## config.mk

```make
export PLATFORM = sky130hd
export DESIGN_NAME = aux_adc_dac_control
export DESIGN_NICKNAME = d
export VERILOG_FILES = /design/src/aux_conv_pkg.sv /design/src/adc_chan_if.sv /design/src/adc_channel.sv /design/src/ramp_profile_gen.sv /design/src/aux_adc_dac_control.sv
export SDC_FILE = /design/constraint.sdc
export NUM_CORES = 1
export LEC_CHECK = 0
export BUFFER_PORTS_ARGS = -buffer_cell sky130_fd_sc_hd__clkbuf_2
export CORE_UTILIZATION = 50
export DETAILED_ROUTE_END_ITERATION = 10
export PLACE_DENSITY = 0.7
export SLEW_MARGIN = 25
export SYNTH_ARGS = -nofsm -noshare
export SYNTH_HDL_FRONTEND = slang
export SYNTH_SLANG_ARGS = --single-unit
```

## constraint.sdc

```tcl
create_clock -name clk -period 10 [get_ports clk]
set_clock_uncertainty 0.15 [all_clocks]
set_input_delay 0.5 -clock clk [delete_from_list [all_inputs] [get_ports clk]]
set_output_delay 0.5 -clock clk [all_outputs]
set_load 0.02 [all_outputs]
```

## src/aux_conv_pkg.sv

```systemverilog
// constants and types shared by the housekeeping converter control block
package aux_conv_pkg;

   // =====================================================
   // widths
   localparam int ADC_W     = 10;
   localparam int REG_W     = 16;
   localparam int ADDR_W    = 8;
   localparam int NUM_PINS  = 4;
   localparam int NUM_DAC   = 4;
   localparam int SRC_W     = 3;
   localparam int LEN_W     = 4;
   localparam int RATE_W    = 4;
   localparam int STEP_W    = 4;

   // =====================================================
   // register offsets
   localparam logic [ADDR_W-1:0] ADDR_ADC_MODE  = 8'ha7;
   localparam logic [ADDR_W-1:0] ADDR_DAC_CTRL  = 8'ha8;
   localparam logic [ADDR_W-1:0] ADDR_ADC1_RES  = 8'ha9;
   localparam logic [ADDR_W-1:0] ADDR_ADC2_RES  = 8'haa;
   localparam logic [ADDR_W-1:0] ADDR_THRESH    = 8'hb5;

   // =====================================================
   // adc mode register fields
   localparam int SRC1_LSB = 0;
   localparam int SRC2_LSB = 3;
   localparam int AVG1_BIT = 6;
   localparam int AVG2_BIT = 7;
   localparam logic [SRC_W-1:0] SRC_NONE = 3'h0;

   // =====================================================
   // dac control fields
   localparam int DAC_SEL_LSB  = 14;
   localparam int DAC_EN_BIT   = 13;
   localparam int DAC_RAMP_BIT = 12;
   localparam int DAC_DOWN_BIT = 11;
   localparam int RAMP_DAC     = 0;

   // =====================================================
   // threshold and result fields
   localparam int THR_CH_BIT = 15;
   localparam int THR_HI_BIT = 14;
   localparam int RES_HI_BIT = 15;
   localparam int RES_LO_BIT = 14;

   // =====================================================
   // averaging, timing
   localparam logic [LEN_W-1:0] AVG_LEN_RESET = 4'h0;
   localparam logic [LEN_W-1:0] AVG_LEN_MAX   = 4'h8;
   localparam int SAMPLE_PERIOD_NS = 250000;
   localparam int CLK_PERIOD_NS    = 4;
   localparam int SAMPLE_CYCLES    = SAMPLE_PERIOD_NS / CLK_PERIOD_NS;

   // =====================================================
   // ramp profile
   localparam int RAMP_STEPS = 16;
   localparam logic [STEP_W-1:0] STEP_LAST = 4'hf;
   typedef logic [ADC_W-1:0] profile_t [RAMP_STEPS];
   localparam profile_t RAISED_COSINE = '{
      10'h000, 10'h00b, 10'h02c, 10'h062, 10'h0a9, 10'h100, 10'h161, 10'h1ca,
      10'h235, 10'h29e, 10'h2ff, 10'h356, 10'h39d, 10'h3d3, 10'h3f4, 10'h3ff};

   typedef enum logic [1:0]
   {
      RAMP_IDLE = 2'b00,
      RAMP_RUN  = 2'b01,
      RAMP_HOLD = 2'b10
   } ramp_state_t;

   function automatic logic [LEN_W-1:0] clamp_len(input logic [LEN_W-1:0] l);
      clamp_len = (l > AVG_LEN_MAX) ? AVG_LEN_MAX : l;
   endfunction

endpackage

```

## src/adc_chan_if.sv

```systemverilog
// carrier between the control top and one adc channel
`timescale 1ns/1ps
`default_nettype none
interface adc_chan_if;
   import aux_conv_pkg::*;
   logic               run;
   logic [ADC_W-1:0]   raw;
   logic               avg_en;
   logic [LEN_W-1:0]   avg_len;
   logic [ADC_W-1:0]   thr_hi;
   logic [ADC_W-1:0]   thr_lo;
   logic [ADC_W-1:0]   value;
   logic               above_hi;
   logic               below_lo;
   logic               event_pulse;
   modport ctrl (output run, raw, avg_en, avg_len, thr_hi, thr_lo,
                 input value, above_hi, below_lo, event_pulse);
   modport chan (input run, raw, avg_en, avg_len, thr_hi, thr_lo,
                 output value, above_hi, below_lo, event_pulse);
endinterface
`default_nettype wire

```

## src/adc_channel.sv

```systemverilog
// one housekeeping adc channel: averaging and threshold crossing
`timescale 1ns/1ps
`default_nettype none
module adc_channel
   import aux_conv_pkg::*;
(
   // clock and reset
   input  wire logic clk,
   input  wire logic reset,
   // sample strobe
   input  wire logic sample_tick,
   // channel carrier
   adc_chan_if.chan  ch
);

   logic [ADC_W-1:0]        raw_reg;
   logic [ADC_W-1:0]        avg_reg;
   logic                    avg_on_reg;
   logic                    have_sample_reg;
   logic                    new_reg;
   logic [ADC_W-1:0]        prev_reg;
   logic signed [ADC_W:0]   diff;
   logic signed [ADC_W:0]   step;
   logic [ADC_W-1:0]        cur;

   // =====================================================
   // conversion
   always_ff @(posedge clk)
   begin
      if (reset)
      begin
         raw_reg         <= '0;
         have_sample_reg <= 1'b0;
      end
      else if (sample_tick && ch.run)
      begin
         raw_reg         <= ch.raw;
         have_sample_reg <= 1'b1;
      end
   end

   // =====================================================
   // rolling average: add 1/2^(len+1) of the error each sample
   assign diff = $signed({1'b0, raw_reg}) - $signed({1'b0, avg_reg});
   assign step = diff >>> (clamp_len(ch.avg_len) + 4'h1);

   always_ff @(posedge clk)
   begin
      if (reset)
      begin
         avg_reg    <= '0;
         avg_on_reg <= 1'b0;
      end
      else
      begin
         avg_on_reg <= ch.avg_en;
         if (ch.avg_en && !avg_on_reg)
            avg_reg <= have_sample_reg ? raw_reg : '0;
         else if (ch.avg_en && new_reg)
            avg_reg <= ADC_W'($signed({1'b0, avg_reg}) + step);
      end
   end

   // =====================================================
   // threshold crossing, once per new value
   assign cur = ch.avg_en ? avg_reg : raw_reg;

   always_ff @(posedge clk)
   begin
      if (reset)
         new_reg <= 1'b0;
      else
         new_reg <= sample_tick && ch.run;
   end

   always_ff @(posedge clk)
   begin
      if (reset)
      begin
         prev_reg       <= '0;
         ch.above_hi    <= 1'b0;
         ch.below_lo    <= 1'b0;
         ch.event_pulse <= 1'b0;
         ch.value       <= '0;
      end
      else
      begin
         ch.value       <= cur;
         ch.event_pulse <= 1'b0;
         if (new_reg)
         begin
            prev_reg    <= cur;
            ch.above_hi <= cur > ch.thr_hi;
            ch.below_lo <= cur < ch.thr_lo;
            // rising past high or falling past low only
            if ((prev_reg <= ch.thr_hi && cur > ch.thr_hi) ||
                (prev_reg >= ch.thr_lo && cur < ch.thr_lo))
               ch.event_pulse <= 1'b1;
         end
      end
   end

endmodule
`default_nettype wire

```

## src/ramp_profile_gen.sv

```systemverilog
// profile sequencer for dac channel 1 in ramp mode
`timescale 1ns/1ps
`default_nettype none
module ramp_profile_gen
   import aux_conv_pkg::*;
(
   // clock and reset
   input  wire logic              clk,
   input  wire logic              reset,
   // control
   input  wire logic              base_tick,
   input  wire logic              start,
   input  wire logic              down,
   input  wire logic [RATE_W-1:0] rate,
   input  wire logic              tx_mode,
   // profile store write
   input  wire logic              store_write,
   input  wire logic [STEP_W-1:0] store_index,
   input  wire logic [ADC_W-1:0]  store_data,
   // output
   output var  logic [ADC_W-1:0]  level,
   output var  logic              busy
);

   profile_t          profile_reg;
   ramp_state_t       state_reg;
   logic [STEP_W-1:0] idx_reg;
   logic [RATE_W-1:0] div_reg;
   logic              down_reg;

   // =====================================================
   // profile store, raised cosine after reset
   always_ff @(posedge clk)
   begin
      if (reset)
         profile_reg <= RAISED_COSINE;
      else if (store_write)
         profile_reg[store_index] <= store_data;
   end

   // =====================================================
   // sequencer; leaving tx mid-ramp freezes it, hence glitch warning
   always_ff @(posedge clk)
   begin
      if (reset)
      begin
         state_reg <= RAMP_IDLE;
         idx_reg   <= '0;
         div_reg   <= '0;
         down_reg  <= 1'b0;
      end
      else
      begin
         unique case (state_reg)
            RAMP_IDLE, RAMP_HOLD:
               if (start && tx_mode)
               begin
                  state_reg <= RAMP_RUN;
                  down_reg  <= down;
                  idx_reg   <= down ? STEP_LAST : '0;
                  div_reg   <= rate;
               end
            RAMP_RUN:
               if (base_tick && tx_mode)
               begin
                  if (div_reg != '0)
                     div_reg <= div_reg - 4'h1;
                  else if ((down_reg && idx_reg == '0) ||
                           (!down_reg && idx_reg == STEP_LAST))
                     state_reg <= RAMP_HOLD;
                  else
                  begin
                     div_reg <= rate;
                     idx_reg <= down_reg ? idx_reg - 4'h1 : idx_reg + 4'h1;
                  end
               end
            default:
               state_reg <= RAMP_IDLE;
         endcase
      end
   end

   always_ff @(posedge clk)
   begin
      if (reset)
      begin
         level <= '0;
         busy  <= 1'b0;
      end
      else
      begin
         level <= (state_reg == RAMP_IDLE) ? '0 : profile_reg[idx_reg];
         busy  <= state_reg == RAMP_RUN;
      end
   end

endmodule
`default_nettype wire

```

## src/aux_adc_dac_control.sv

```systemverilog
// housekeeping adc and dac control with host register port
`timescale 1ns/1ps
`default_nettype none
// Behaviour
// - each adc channel selects any input pin
// - convert while source valid, stop on none
// - averaging switchable, length from store, resets zero
// - rolling average adds half, quarter, eighth...
// - averaging length useful only up to eight
// - accumulator starts from current value or zero
// - per channel thresholds, averaged or raw
// - event on rising high or falling low crossing
// - thresholds loaded through threshold register
// - result read gives status and value
// - one dac per control write, four writes
// - ramp bit makes dac1 play profile
// - profile defaults raised cosine, store rewritable
// - ramp only runs in transmit mode
// - powersave: enabled dac holds, dac1 in ramp mode keeps ramping, disabled zero
module aux_adc_dac_control
   import aux_conv_pkg::*;
#(
   parameter int SAMPLE_DIV = SAMPLE_CYCLES
)
(
   // clock and reset
   input  wire logic                       clk,
   input  wire logic                       reset,
   // host register port
   input  wire logic [ADDR_W-1:0]          reg_addr,
   input  wire logic [REG_W-1:0]           reg_wdata,
   input  wire logic                       reg_write,
   input  wire logic                       reg_read,
   output var  logic [REG_W-1:0]           reg_rdata,
   // device state
   input  wire logic                       bias_enable,
   input  wire logic                       tx_mode,
   input  wire logic                       powersave,
   // parameter store
   input  wire logic [LEN_W-1:0]           averaging_length,
   input  wire logic                       ramp_profile_store_write,
   input  wire logic [STEP_W-1:0]          ramp_profile_store_index,
   input  wire logic [ADC_W-1:0]           ramp_profile_store_data,
   // converter pins, digitised
   input  wire logic [NUM_PINS*ADC_W-1:0]  pin_sample,
   // outputs
   output var  logic [NUM_DAC*ADC_W-1:0]   housekeeping_dac_out,
   output var  logic                       threshold_irq,
   output var  logic                       ramp_busy
);

   localparam int DIV_W = $clog2(SAMPLE_DIV + 1);

   logic [REG_W-1:0]       adc_mode_reg;
   logic [ADC_W-1:0]       thr_hi_reg [2];
   logic [ADC_W-1:0]       thr_lo_reg [2];
   logic [ADC_W-1:0]       dac_level_reg [NUM_DAC];
   logic [NUM_DAC-1:0]     dac_en_reg;
   logic                   ramp_sel_reg;
   logic [DIV_W-1:0]       div_reg;
   logic                   tick_reg;
   logic                   ramp_start;
   logic [ADC_W-1:0]       ramp_level;
   logic                   ramp_run;
   logic [1:0]             dac_sel;
   logic                   wr_dac;
   adc_chan_if             ch1 ();
   adc_chan_if             ch2 ();

   // =====================================================
   // sample rate divider
   always_ff @(posedge clk)
   begin
      if (reset)
      begin
         div_reg  <= '0;
         tick_reg <= 1'b0;
      end
      else if (div_reg == DIV_W'(SAMPLE_DIV - 1))
      begin
         div_reg  <= '0;
         tick_reg <= 1'b1;
      end
      else
      begin
         div_reg  <= div_reg + 1'b1;
         tick_reg <= 1'b0;
      end
   end

   // =====================================================
   // write-only registers
   always_ff @(posedge clk)
   begin
      if (reset)
         adc_mode_reg <= '0;
      else if (reg_write && reg_addr == ADDR_ADC_MODE)
         adc_mode_reg <= reg_wdata;
   end

   always_ff @(posedge clk)
   begin
      if (reset)
      begin
         thr_hi_reg <= '{default: '1};
         thr_lo_reg <= '{default: '0};
      end
      else if (reg_write && reg_addr == ADDR_THRESH)
      begin
         if (reg_wdata[THR_HI_BIT])
            thr_hi_reg[reg_wdata[THR_CH_BIT]] <= reg_wdata[ADC_W-1:0];
         else
            thr_lo_reg[reg_wdata[THR_CH_BIT]] <= reg_wdata[ADC_W-1:0];
      end
   end

   // =====================================================
   // dac control: one channel per write
   assign wr_dac  = reg_write && reg_addr == ADDR_DAC_CTRL;
   assign dac_sel = reg_wdata[DAC_SEL_LSB +: 2];

   always_ff @(posedge clk)
   begin
      if (reset)
      begin
         dac_level_reg <= '{default: '0};
         dac_en_reg    <= '0;
         ramp_sel_reg  <= 1'b0;
      end
      else if (wr_dac)
      begin
         dac_level_reg[dac_sel] <= reg_wdata[ADC_W-1:0];
         dac_en_reg[dac_sel]    <= reg_wdata[DAC_EN_BIT];
         if (dac_sel == 2'(RAMP_DAC))
            ramp_sel_reg <= reg_wdata[DAC_RAMP_BIT];
      end
   end

   assign ramp_start = wr_dac && dac_sel == 2'(RAMP_DAC) &&
                       reg_wdata[DAC_RAMP_BIT];

   ramp_profile_gen ramp
   (
      .clk         (clk),
      .reset       (reset),
      .base_tick   (tick_reg),
      .start       (ramp_start),
      .down        (reg_wdata[DAC_DOWN_BIT]),
      .rate        (reg_wdata[RATE_W-1:0]),
      .tx_mode     (tx_mode),
      .store_write (ramp_profile_store_write),
      .store_index (ramp_profile_store_index),
      .store_data  (ramp_profile_store_data),
      .level       (ramp_level),
      .busy        (ramp_run)
   );

   // powersave has no effect: dac1 in ramp mode keeps following the profile, others hold; only the enable gates them
   always_ff @(posedge clk)
   begin
      if (reset)
         housekeeping_dac_out <= '0;
      else
         for (int i = 0; i < NUM_DAC; i++)
         begin
            if (!dac_en_reg[i])
               housekeeping_dac_out[i*ADC_W +: ADC_W] <= '0;
            else if (i == RAMP_DAC && ramp_sel_reg)
               housekeeping_dac_out[i*ADC_W +: ADC_W] <= ramp_level;
            else if (!powersave || i != RAMP_DAC || !ramp_sel_reg)
               housekeeping_dac_out[i*ADC_W +: ADC_W] <= dac_level_reg[i];
         end
   end

   // =====================================================
   // adc channels; no conversions without bias
   function automatic logic [ADC_W-1:0] pick_pin(input logic [SRC_W-1:0] s);
      pick_pin = '0;
      for (int p = 0; p < NUM_PINS; p++)
         if (s == SRC_W'(p + 1))
            pick_pin = pin_sample[p*ADC_W +: ADC_W];
   endfunction

   function automatic logic src_valid(input logic [SRC_W-1:0] s);
      src_valid = s != SRC_NONE && s <= SRC_W'(NUM_PINS);
   endfunction

   assign ch1.run     = bias_enable && src_valid(adc_mode_reg[SRC1_LSB +: SRC_W]);
   assign ch1.raw     = pick_pin(adc_mode_reg[SRC1_LSB +: SRC_W]);
   assign ch1.avg_en  = adc_mode_reg[AVG1_BIT];
   assign ch1.avg_len = averaging_length;
   assign ch1.thr_hi  = thr_hi_reg[0];
   assign ch1.thr_lo  = thr_lo_reg[0];
   assign ch2.run     = bias_enable && src_valid(adc_mode_reg[SRC2_LSB +: SRC_W]);
   assign ch2.raw     = pick_pin(adc_mode_reg[SRC2_LSB +: SRC_W]);
   assign ch2.avg_en  = adc_mode_reg[AVG2_BIT];
   assign ch2.avg_len = averaging_length;
   assign ch2.thr_hi  = thr_hi_reg[1];
   assign ch2.thr_lo  = thr_lo_reg[1];

   adc_channel adc1
   (
      .clk         (clk),
      .reset       (reset),
      .sample_tick (tick_reg),
      .ch          (ch1.chan)
   );

   adc_channel adc2
   (
      .clk         (clk),
      .reset       (reset),
      .sample_tick (tick_reg),
      .ch          (ch2.chan)
   );

   // =====================================================
   // readback and event output
   function automatic logic [REG_W-1:0] result_word(input logic hi,
                                                    input logic lo,
                                                    input logic [ADC_W-1:0] v);
      result_word             = '0;
      result_word[RES_HI_BIT] = hi;
      result_word[RES_LO_BIT] = lo;
      result_word[ADC_W-1:0]  = v;
   endfunction

   always_ff @(posedge clk)
   begin
      if (reset)
         reg_rdata <= '0;
      else if (reg_read)
      begin
         if (reg_addr == ADDR_ADC1_RES)
            reg_rdata <= result_word(ch1.above_hi, ch1.below_lo, ch1.value);
         else if (reg_addr == ADDR_ADC2_RES)
            reg_rdata <= result_word(ch2.above_hi, ch2.below_lo, ch2.value);
         else
            reg_rdata <= '0;
      end
   end

   always_ff @(posedge clk)
   begin
      if (reset)
      begin
         threshold_irq <= 1'b0;
         ramp_busy     <= 1'b0;
      end
      else
      begin
         threshold_irq <= ch1.event_pulse || ch2.event_pulse;
         ramp_busy     <= ramp_run;
      end
   end

endmodule
`default_nettype wire

```

==> results.json, run 1 <==
{
  "tightest_slew_ns": 0.990,
  "synth_top_area_frac": 0.395,
  "grt_first_pass_wirelength_um": 91300,
  "crit_path_end_kind": "flop",
  "start_util": 0.511,
  "syn_area_um2": 22200,
  "finalHoldViolCount": 0,
  "grt-ovfl-total": 0,
  "num_vias": 18335,
  "ys_seq_area_frac": 0.395,
  "portBuffers": 141,
  "io_pins": 148,
  "yosys_warnings": 0,
  "p_leak_nw": 9.50,
  "ys_types": 73,
  "cts_tree": "built",
  "power_frac_seq": 0.482,
  "fin_crit_sh": 0.631,
  "drive_above_1_share": 0.122,
  "drtIter0Drc": 1623,
  "hold_class": "primary input to flop",
  "grt_max_degree": 129,
  "yosys.area.top_type": "dfxtp_1",
  "maxCapViolCount": 0,
  "ctsHoldBuffers": 0,
  "gp_congestion": 0.930,
  "drc": 0,
  "internal_power_mw": 2.81,
  "die_y_um": 213,
  "yosysMostFrequentCell": "dfxtp_1",
  "cts_max_path_buffers": 3,
  "finalWirelength_um": 57200,
  "crit_required_ns": 10.33,
  "fmax_ghz": 0.158,
  "rrSetupSlack_ns": 4.27,
  "antenna_found_initial": 1,
  "dp_hpwl_um": 40300,
  "grt_pass1_vias": 17200,
  "nets": 2809,
  "drt-pass1-iter-count": 6,
  "grt_util_all_layers": 0.253,
  "clockPowerShare": 0.465,
  "slew_headroom": 0.340,
  "ir_drop_mv": 0.137,
  "stdcell_count": 3215,
  "ys_top_cells_by_area": "dfxtp_1 (40%), ha_1 (6.9%), nor2_1 (5.8%)",
  "setup_tns_ns": 0,
  "run_status": "completed",
  "drv_slew": 0,
  "swShare": 0.233,
  "htreeDepth": 2,
  "cts_buffers": 46,
  "vias_per_cell": 5.70,
  "path_clk_slew_ns": 0.06,
  "cellPowerDensity_nw_per_um2": 148,
  "cp.arrival_ns": 6.64,
  "syn_inst": 2552,
  "cts_resized": 0,
  "synth_common_cells": "dfxtp_1 (438), nor2_1 (341), nand2_1 (285)",
  "clock_sinks": 438,
  "synth_flop_cell": "dfxtp_1",
  "fp.dieW_um": 213,
  "largest_reg_flops": 160,
  "die_area_um2": 45200,
  "syn_to_final_growth_pct": 11.3,
  "routedWlPerCell_um": 17.8,
  "synth_edf_count": 0,
  "layout_min_cycle_time_ns": 6.31,
  "cts_root_buf": "clkbuf_16",
  "core_area_um2": 43500,
  "cts_setup_buffers": 0,
  "synthArstFlopShare": 0,
  "clk_latency_ns": 0.58,
  "rsz0062_at_grt": "no",
  "ys_ff_latch": 438,
  "critical_path.max_fanout": 27,
  "setup_viol": 0,
  "postSynthAreaPerCell_um2": 8.69,
  "placedCellCount": 3128,
  "critical_path_class": "primary input to flop",
  "p_switching_mw": 0.854,
  "detail-route-antenna-nets": 0,
  "p_total_mw": 3.66,
  "worst_setup_path_start_kind": "primary input",
  "power_frac_comb": 0.053,
  "fp-row-count": 76
}
final timing paths:
| path | end | cells after the start | start |
|---|---|---|---|
| max reg2reg | adc1.avg_reg[8]$_SDFFE_PP0P_ | 20 | adc1.avg_reg[1]$_SDFFE_PP0P_ |
| max | adc1.avg_reg[8]$_SDFFE_PP0P_ | 18 | averaging_length[3] |
| min | ramp_sel_reg$_SDFFE_PP0P_ | 3 | reg_wdata[12] |
| min reg2reg | dac_level_reg[10]$_SDFFE_PP0P_ | 2 | dac_level_reg[10]$_SDFFE_PP0P_ |
placed cells by master (no fill, tap or decap), types with 6 or more instances in the layout:
| cell | instances |
|---|---|
| nand2b_1 | 29 |
| a22oi_1 | 13 |
| and2_1 | 34 |
| clkbuf_1 | 13 |
| or2_2 | 6 |
| nor2_1 | 337 |
| a2111oi_0 | 8 |
| or3_1 | 7 |
| a21o_1 | 17 |
| nor3_1 | 50 |
| o21a_1 | 11 |
| nand3_1 | 64 |
| buf_4 | 21 |
| nor2b_1 | 86 |
| a31oi_1 | 8 |
| a21oi_1 | 162 |
| inv_1 | 111 |
| xor2_1 | 18 |
| mux2i_1 | 120 |
| a211o_1 | 89 |
| clkbuf_2 | 140 |
| a311oi_1 | 35 |
| nand3b_1 | 26 |
| xnor2_1 | 21 |
| clkbuf_16 | 47 |
| o31ai_1 | 6 |
| o211ai_1 | 8 |
| nand2_1 | 285 |
| o2111ai_1 | 7 |
| clkinv_2 | 11 |
| a211oi_1 | 46 |
| mux4_2 | 52 |
| nand4_1 | 10 |
| ha_1 | 123 |
| o21ai_0 | 73 |
| dfxtp_1 | 436 |
through the flow:
stage / utilization / instance area, µm² / setup slack [ns] / hold slack, ns
after floorplan: - / 22200 / 5.07 / 0.261
after global placement: 0.533 / 23200 / 3.28 / 0.284
after detailed placement: 0.533 / 23200 / 3.14 / 0.290
after CTS: 0.568 / 24700 / 3.75 / 0.00962
after global routing: 0.568 / 24700 / 3.21 / 0.0245
final: 0.568 / 24700 / 3.69 / 0.0459
layout make-up:
cell class / instances / area, µm²
tap: 585 / 732
multi-input combinational: 1831 / 12400
sequential: 438 / 8770
fill: 3852 / 18800
clock buffer: 65 / 1290
antenna: 1 / 2.50
inverter: 111 / 417
clock inverter: 21 / 211
timing repair buffer: 163 / 885
critical path, cell delays in order:
cell       delay, ns
clkbuf_2        0.13
nand2b_1        0.77
inv_1           0.59
ha_1            1.02
inv_1           0.49
nor2_1          0.32
nor2_1          0.06
mux4_2          0.49
ha_1            0.23
fa_1            0.40
a21o_1          0.17
a21oi_1         0.22
o21bai_1        0.11
a2111oi_0       0.48
nor3_1          0.14
xor2_1          0.15
nand2_1         0.08
a311oi_1        0.27
power by group through the flow:
stage                     Combinational (mW)  Clock (mW)  Sequential [mW]
after detailed placement               0.190           0             1.81
after global placement                 0.185           0             1.81
final                                  0.194        1.70             1.77
after floorplan                        0.126           0             1.81
after global routing                   0.210        1.81             1.77
after CTS                              0.191        1.74             1.77
cell families after synthesis:
| kind of cell | after synthesis | share of synthesized area |
|---|---|---|
| adders and majority gates | 128 | 0.0739 |
| DFF | 438 | 0.395 |
| other | 1 | 0.000169 |
| and+or+nand+nor | 967 | 0.199 |
| buffers and inverters | 286 | 0.0495 |
| muxes | 173 | 0.107 |
| xor gates and xnor gates | 40 | 0.0158 |
| AOI/OAI and AO/OA | 519 | 0.159 |
metal layers:
metal,wire [µm],up-vias,global-route usage
met3,2800,89,0.0315
met4,1180,0,0.0680
met2,26500,478,0.417
met1,26600,8762,0.347
met5,0,-,0
li1,-,9006,-
Note: power is estimated with default switching activity, not from simulation.
==> run 2, diff against run 1 <==
--- a/config.mk
+++ b/config.mk
@@ -8,7 +8,7 @@
 export BUFFER_PORTS_ARGS = -buffer_cell sky130_fd_sc_hd__clkbuf_2
 export CORE_UTILIZATION = 50
 export DETAILED_ROUTE_END_ITERATION = 10
-export PLACE_DENSITY = 0.7
+export PLACE_DENSITY = 0.72
 export SLEW_MARGIN = 25
 export SYNTH_ARGS = -nofsm -noshare
 export SYNTH_HDL_FRONTEND = slang
==> constraint.sdc (replaced) <==
create_clock -name clk -period 5.55 [get_ports clk]
set_clock_uncertainty 0.15 [all_clocks]
set_input_delay 0.2775 -clock clk [delete_from_list [all_inputs] [get_ports clk]]
set_output_delay 0.2775 -clock clk [all_outputs]
set_load 0.02 [all_outputs]
==> results.json, run 2 (same netlist as run 1, synthesis figures left out) <==
{
  "critical_path.max_fanout": 4,
  "cellPowerDensity_nw_per_um2": 272,
  "drive_above_1_share": 0.127,
  "tightest_slew_ns": 1.06,
  "finalHoldViolCount": 0,
  "detail-route-antenna-nets": 0,
  "drtIter0Drc": 1533,
  "worst_setup_path_start_kind": "flop",
  "slew_headroom": 0.294,
  "nets": 2866,
  "power_frac_comb": 0.054,
  "p_leak_nw": 9.84,
  "clockPowerShare": 0.484,
  "largest_reg_flops": 160,
  "path_clk_slew_ns": 0.06,
  "crit_path_end_kind": "flop",
  "gp_congestion": 0.947,
  "grt_util_all_layers": 0.263,
  "vias_per_cell": 5.75,
  "mostFrequentLayoutCell": "dfxtp_1",
  "fp-row-count": 76,
  "fmax_ghz": 0.191,
  "grt_first_pass_wirelength_um": 95000,
  "ir_drop_mv": 0.244,
  "power_frac_seq": 0.462,
  "cts_tree": "built",
  "clk_latency_ns": 0.62,
  "layout_common_cells": "dfxtp_1 (436), nor2_1 (339), nand2_1 (285)",
  "die_y_um": 213,
  "drv_slew": 0,
  "cts_buffers": 47,
  "num_vias": 18824,
  "setup_tns_ns": 0,
  "p_switching_mw": 1.62,
  "routedWlPerCell_um": 18.2,
  "cts_root_buf": "clkbuf_16",
  "critical_path_class": "flop to flop",
  "internal_power_mw": 5.28,
  "io_pins": 148,
  "fp.dieW_um": 213,
  "start_util": 0.511,
  "n_antenna_cell": 0,
  "core_area_um2": 43500,
  "r2r_cells": 21,
  "run_status": "completed",
  "min_from": "reg_wdata[6]",
  "drc": 0,
  "antenna_found_initial": 0,
  "cp.arrival_ns": 5.58,
  "portBuffers": 141,
  "cts_max_path_buffers": 3,
  "crit_path_start": "adc1.raw_reg[0]$_SDFFE_PP0P_",
  "hold_class": "primary input to flop",
  "htreeDepth": 2,
  "hold_depth": 3,
  "layout_min_cycle_time_ns": 5.23,
  "crit_required_ns": 5.90,
  "rsz0062_at_grt": "no",
  "grt-ovfl-total": 0,
  "finalWirelength_um": 59400,
  "fin_crit_sh": 0.942,
  "grt_max_degree": 155,
  "clock_sinks": 438,
  "swShare": 0.234,
  "r2r_start": "adc1.raw_reg[0]$_SDFFE_PP0P_",
  "syn_to_final_growth_pct": 14.5,
  "holdWs_ns": 0.0214,
  "die_area_um2": 45200,
  "grt_pass1_vias": 18123,
  "drt-pass1-iter-count": 6,
  "dp_hpwl_um": 41600,
  "maxCapViolCount": 0,
  "setup_viol": 0
}
[run 2: cell count changes in the layout (fill, tap and decap cells not counted), sizes merged]
cell / previous run / this run
clkinv: 11 / 10
diode: 1 / 0
clkinvlp: 5 / 6
buf: 23 / 39
dlygate4sd3: 0 / 40
clkbuf: 205 / 204
bufinv: 3 / 5
[run 2: routing by layer]
metal / global-route usage / vias up / routed length [µm]
met5: 0 / - / 0
met2: 0.444 / 591 / 28300
met1: 0.349 / 9014 / 26300
met3: 0.0416 / 98 / 3590
li1: - / 9121 / -
met4: 0.0665 / 0 / 1260
[run 2: worst paths after layout]
kind / end / slack (ns)
setup / recovery: adc1.avg_reg[8]$_SDFFE_PP0P_ / 0.32
hold / removal: dac_level_reg[26]$_SDFFE_PP0P_ / 0.02
hold reg to reg: ramp_busy$_SDFF_PP0_ / 0.28
setup reg to reg: adc1.avg_reg[8]$_SDFFE_PP0P_ / 0.32
[run 2: worst max-delay path, cell delays in order, from the launching register on]
cell and delay (ns):
dfxtp_1 0.39, inv_1 0.06, ha_1 0.20, fa_1 0.40, nand2b_1 0.22, a21o_1 0.20, a2bb2oi_2 0.19, xor2_1 0.13
and2_1 0.20, a211oi_2 0.27, nor2_1 0.08, mux4_2 0.48, ha_1 0.23, fa_1 0.42, a21o_1 0.18, a21oi_1 0.23
o21bai_1 0.13, a2111oi_1 0.41, nor3_1 0.12, xor2_1 0.14, nand2_1 0.07, a311oi_1 0.26
[run 2: repair_timing]
| action | CTS | global route |
|---|---|---|
| gates resized for setup | 0 | 3 |
| endpoints found under the setup margin | 0 | 1 |
| hold buffers | 40 | 0 |
| buffers inserted | 0 | 0 |
| endpoints found under the hold margin | 130 | 0 |
[run 2: power by group through the flow]
| stage | Sequential [mW] | Combinational [mW] | Clock, mW |
|---|---|---|---|
| floorplan | 3.26 | 0.228 | 0 |
| detailed placement | 3.25 | 0.346 | 0 |
| CTS | 3.19 | 0.367 | 3.38 |
| finish | 3.19 | 0.373 | 3.34 |
| global route | 3.19 | 0.406 | 3.52 |
| global placement | 3.25 | 0.337 | 0 |
[run 2: through the flow]
stage	setup slack [ns]	util	cell area [µm²]	instances	power, mW
global route	0.0256	0.584	25400	3271	7.12
CTS	0.136	0.584	25400	3271	6.94
global placement	0.248	0.535	23300	3144	3.59
floorplan	0.666	-	22200	2555	3.48
detailed placement	0.112	0.536	23300	3144	3.60
finish	0.323	0.584	25400	3271	6.90
[run 2: final cells by class]
type                            instances  area [µm²]
Inverter                              111         417
Tap cell                              585         732
Sequential cell                       438        8770
Multi-Input combinational cell       1831       12400
Timing Repair Buffer                  219        1400
Fill cell                            3820       18100
Clock inverter                         23         338
Clock buffer                           64        1360
==> run 3, diff against run 2 <==
--- a/config.mk
+++ b/config.mk
@@ -5,6 +5,7 @@
 export SDC_FILE = /design/constraint.sdc
 export NUM_CORES = 1
 export LEC_CHECK = 0
+export ABC_AREA = 1
 export BUFFER_PORTS_ARGS = -buffer_cell sky130_fd_sc_hd__clkbuf_2
 export CORE_UTILIZATION = 50
 export DETAILED_ROUTE_END_ITERATION = 10
==> results.json, run 3 <==
{
  "synth_flop_cell": "dfxtp_1",
  "cp.arrival_ns": 4.66,
  "cts_max_path_buffers": 3,
  "regArea_um2": 8770,
  "clk_latency_ns": 0.56,
  "finalInstanceArea_um2": 25000,
  "path_clk_slew_ns": 0.06,
  "p_total_mw": 6.49,
  "yosysMostFrequentCell": "nand2_1",
  "hold_depth": 4,
  "rsz0062_at_grt": "no",
  "path_common_cell": "nand2_1",
  "synth_common_cells": "nand2_1 (485), dfxtp_1 (438), o21ai_0 (362)",
  "ys_seq_area_frac": 0.395,
  "internal_power_mw": 4.95,
  "postSynthAreaPerCell_um2": 7.22,
  "slew_headroom": 0.329,
  "grt-ovfl-total": 0,
  "p_switching_mw": 1.53,
  "drive_above_1_share": 0.0928,
  "whs_endpoint": "ramp_sel_reg$_SDFFE_PP0P_",
  "crit_buf_inv": 2,
  "post-place-ws_ns": 1.30,
  "io_pins": 148,
  "cts_tree": "built",
  "vias_per_cell": 5.52,
  "rrSetupSlack_ns": 1.22,
  "clockPowerShare": 0.447,
  "swShare": 0.236,
  "ys_top_cells_by_area": "dfxtp_1 (40%), nand2_1 (8.2%), o21ai_0 (8.2%)",
  "nets": 3386,
  "worst_setup_path_start_kind": "flop",
  "htreeDepth": 2,
  "r2r_cells": 29,
  "timing.final.ws_setup_ns": 1.22,
  "critPathSlowestCell": "fa_1",
  "slowest_delay_ns": 0.43,
  "synth_edf_count": 0,
  "run_status": "completed",
  "start_util": 0.511,
  "crit_path_end_kind": "flop",
  "die_y_um": 213,
  "ys_types": 59,
  "largest_reg_flops": 160,
  "n_antenna_cell": 0,
  "crit_required_ns": 5.88,
  "fp-row-count": 76,
  "die_area_um2": 45200,
  "gp_congestion": 0.905,
  "cts_root_buf": "clkbuf_16",
  "maxCapViolCount": 0,
  "dp_hpwl_um": 43700,
  "cts_buffers": 45,
  "syn_to_final_growth_pct": 12.5,
  "fp.dieW_um": 213,
  "synthArstFlopShare": 0,
  "finalHoldViolCount": 0,
  "critical_path_class": "flop to flop",
  "grt_pass1_vias": 19790,
  "power_frac_comb": 0.061,
  "cts_resized": 0,
  "yosys_warnings": 0,
  "setup_tns_ns": 0,
  "syn_inst": 3072,
  "yosys.area.top_type": "dfxtp_1",
  "syn_area_um2": 22200,
  "min_from": "reg_wdata[14]",
  "core_area_um2": 43400,
  "fin_crit_sh": 0.781,
  "drv_slew": 0,
  "finalWirelength_um": 61700,
  "mostFrequentLayoutCell": "nand2_1",
  "num_vias": 20900,
  "hold_class": "primary input to flop",
  "antenna_found_initial": 0,
  "drt-pass1-iter-count": 8,
  "critical_path.max_fanout": 4,
  "layout_common_cells": "nand2_1 (485), dfxtp_1 (436), o21ai_0 (361)",
  "drc": 0,
  "fmax_ghz": 0.231,
  "r2r_start": "adc2.raw_reg[0]$_SDFFE_PP0P_",
  "cpLargestDelayFamily": "simple AND/OR/NAND/NOR gates",
  "layout_min_cycle_time_ns": 4.33,
  "cts_setup_buffers": 0,
  "crit_path_start": "adc2.raw_reg[0]$_SDFFE_PP0P_",
  "ctsHoldBuffers": 41,
  "holdWs_ns": 0.0246,
  "synth_top_area_frac": 0.395,
  "routedWlPerCell_um": 16.3,
  "ys_ff_latch": 438,
  "fillers": 4027,
  "setup_viol": 0,
  "p_leak_nw": 11.2,
  "drtIter0Drc": 1749,
  "cellPowerDensity_nw_per_um2": 260,
  "tightest_slew_ns": 1.00,
  "multi_input_area_um2": 11400,
  "clock_sinks": 438,
  "grt_util_all_layers": 0.272,
  "place_area_um2": 23100,
  "power_frac_seq": 0.492,
  "ir_drop_mv": 0.251,
  "detail-route-antenna-nets": 0,
  "grt_max_degree": 119,
  "grt_first_pass_wirelength_um": 99200,
  "portBuffers": 141,
  "r2r_end": "adc2.avg_reg[8]$_SDFFE_PP0P_"
}
[run 3: cell types whose count changed after synthesis, sizes merged, moves of 34 or more]
cell and change:
a311oi -36, mux2i -119, inv +251, nand3 +123, mux4 -52, nand2 +204, o21ai +312, a211o -89
nor2b -86, a221oi +38, and2 -34, clkbuf -48, o211ai +48, a21oi +180
[run 3: cell type report]
type | count | share of cell area
Tap cell | 585 | 0.0293
Clock buffer | 63 | 0.0528
Sequential cell | 438 | 0.352
Clock inverter | 15 | 0.00381
Inverter | 378 | 0.0571
Multi-Input combinational cell | 2107 | 0.456
Timing Repair Buffer | 198 | 0.0495
[run 3: worst register-to-register path, delay by kind of cell (launching register included)]
family                   cells  cell delay (ns)
XOR/XNOR                     1             0.13
buffers and inverters        2             0.17
flip-flops                   1             0.33
AND/OR/NAND/NOR             18             1.48
AO/OA/AOI/OAI                4             0.66
adder cells (fa/ha/maj)      4             1.36
[run 3: worst max-delay path by stage]
| stage | endpoint | slack, ns | cells past startpoint |
|---|---|---|---|
| 3_5_place_dp | adc2.avg_reg[8]$_SDFFE_PP0P_ | 1.30 | 29 |
| 4_1_cts | adc2.avg_reg[8]$_SDFFE_PP0P_ | 1.26 | 29 |
| 2_1_floorplan | adc2.avg_reg[8]$_SDFFE_PP0P_ | 1.85 | 27 |
| 3_3_place_gp | adc1.avg_reg[7]$_SDFFE_PP0P_ | 1.31 | 16 |
| 6_report | adc2.avg_reg[8]$_SDFFE_PP0P_ | 1.22 | 29 |
| 5_1_grt | adc1.avg_reg[8]$_SDFFE_PP0P_ | 0.76 | 28 |
[run 3: layer usage]
layer  GRT usage  share of wire
met5           0              0
met4       0.109          0.037
met3      0.0332          0.058
met2       0.457           0.47
met1       0.353           0.43
[run 3: kinds of logic (layout without fill, tap and decap cells)]
kind of cell    after synthesis  in the layout  share of synthesized area
flops                       438            438                      0.395
compound gates              891            891                      0.225
xor+xnor                     23             23                    0.00908
other cells                   1              4                   0.000169
fa+ha+maj                   128            128                     0.0739
simple gates               1060           1060                      0.203
buf+inv                     530            654                     0.0928
mux                           1              1                   0.000451
[run 3: power by group through the flow]
stage,Sequential (mW),Combinational (mW),Clock [mW]
2_1_floorplan,3.26,0.234,0
3_3_place_gp,3.26,0.362,0
3_5_place_dp,3.26,0.368,0
4_1_cts,3.19,0.388,2.94
5_1_grt,3.19,0.436,3.08
6_report,3.19,0.394,2.90
[run 3: per-stage QoR]
step	util	std cells
2_1_floorplan	-	3075
3_3_place_gp	0.533	3665
3_5_place_dp	0.533	3665
4_1_cts	0.575	3784
5_1_grt	0.575	3784
6_report	0.575	3784
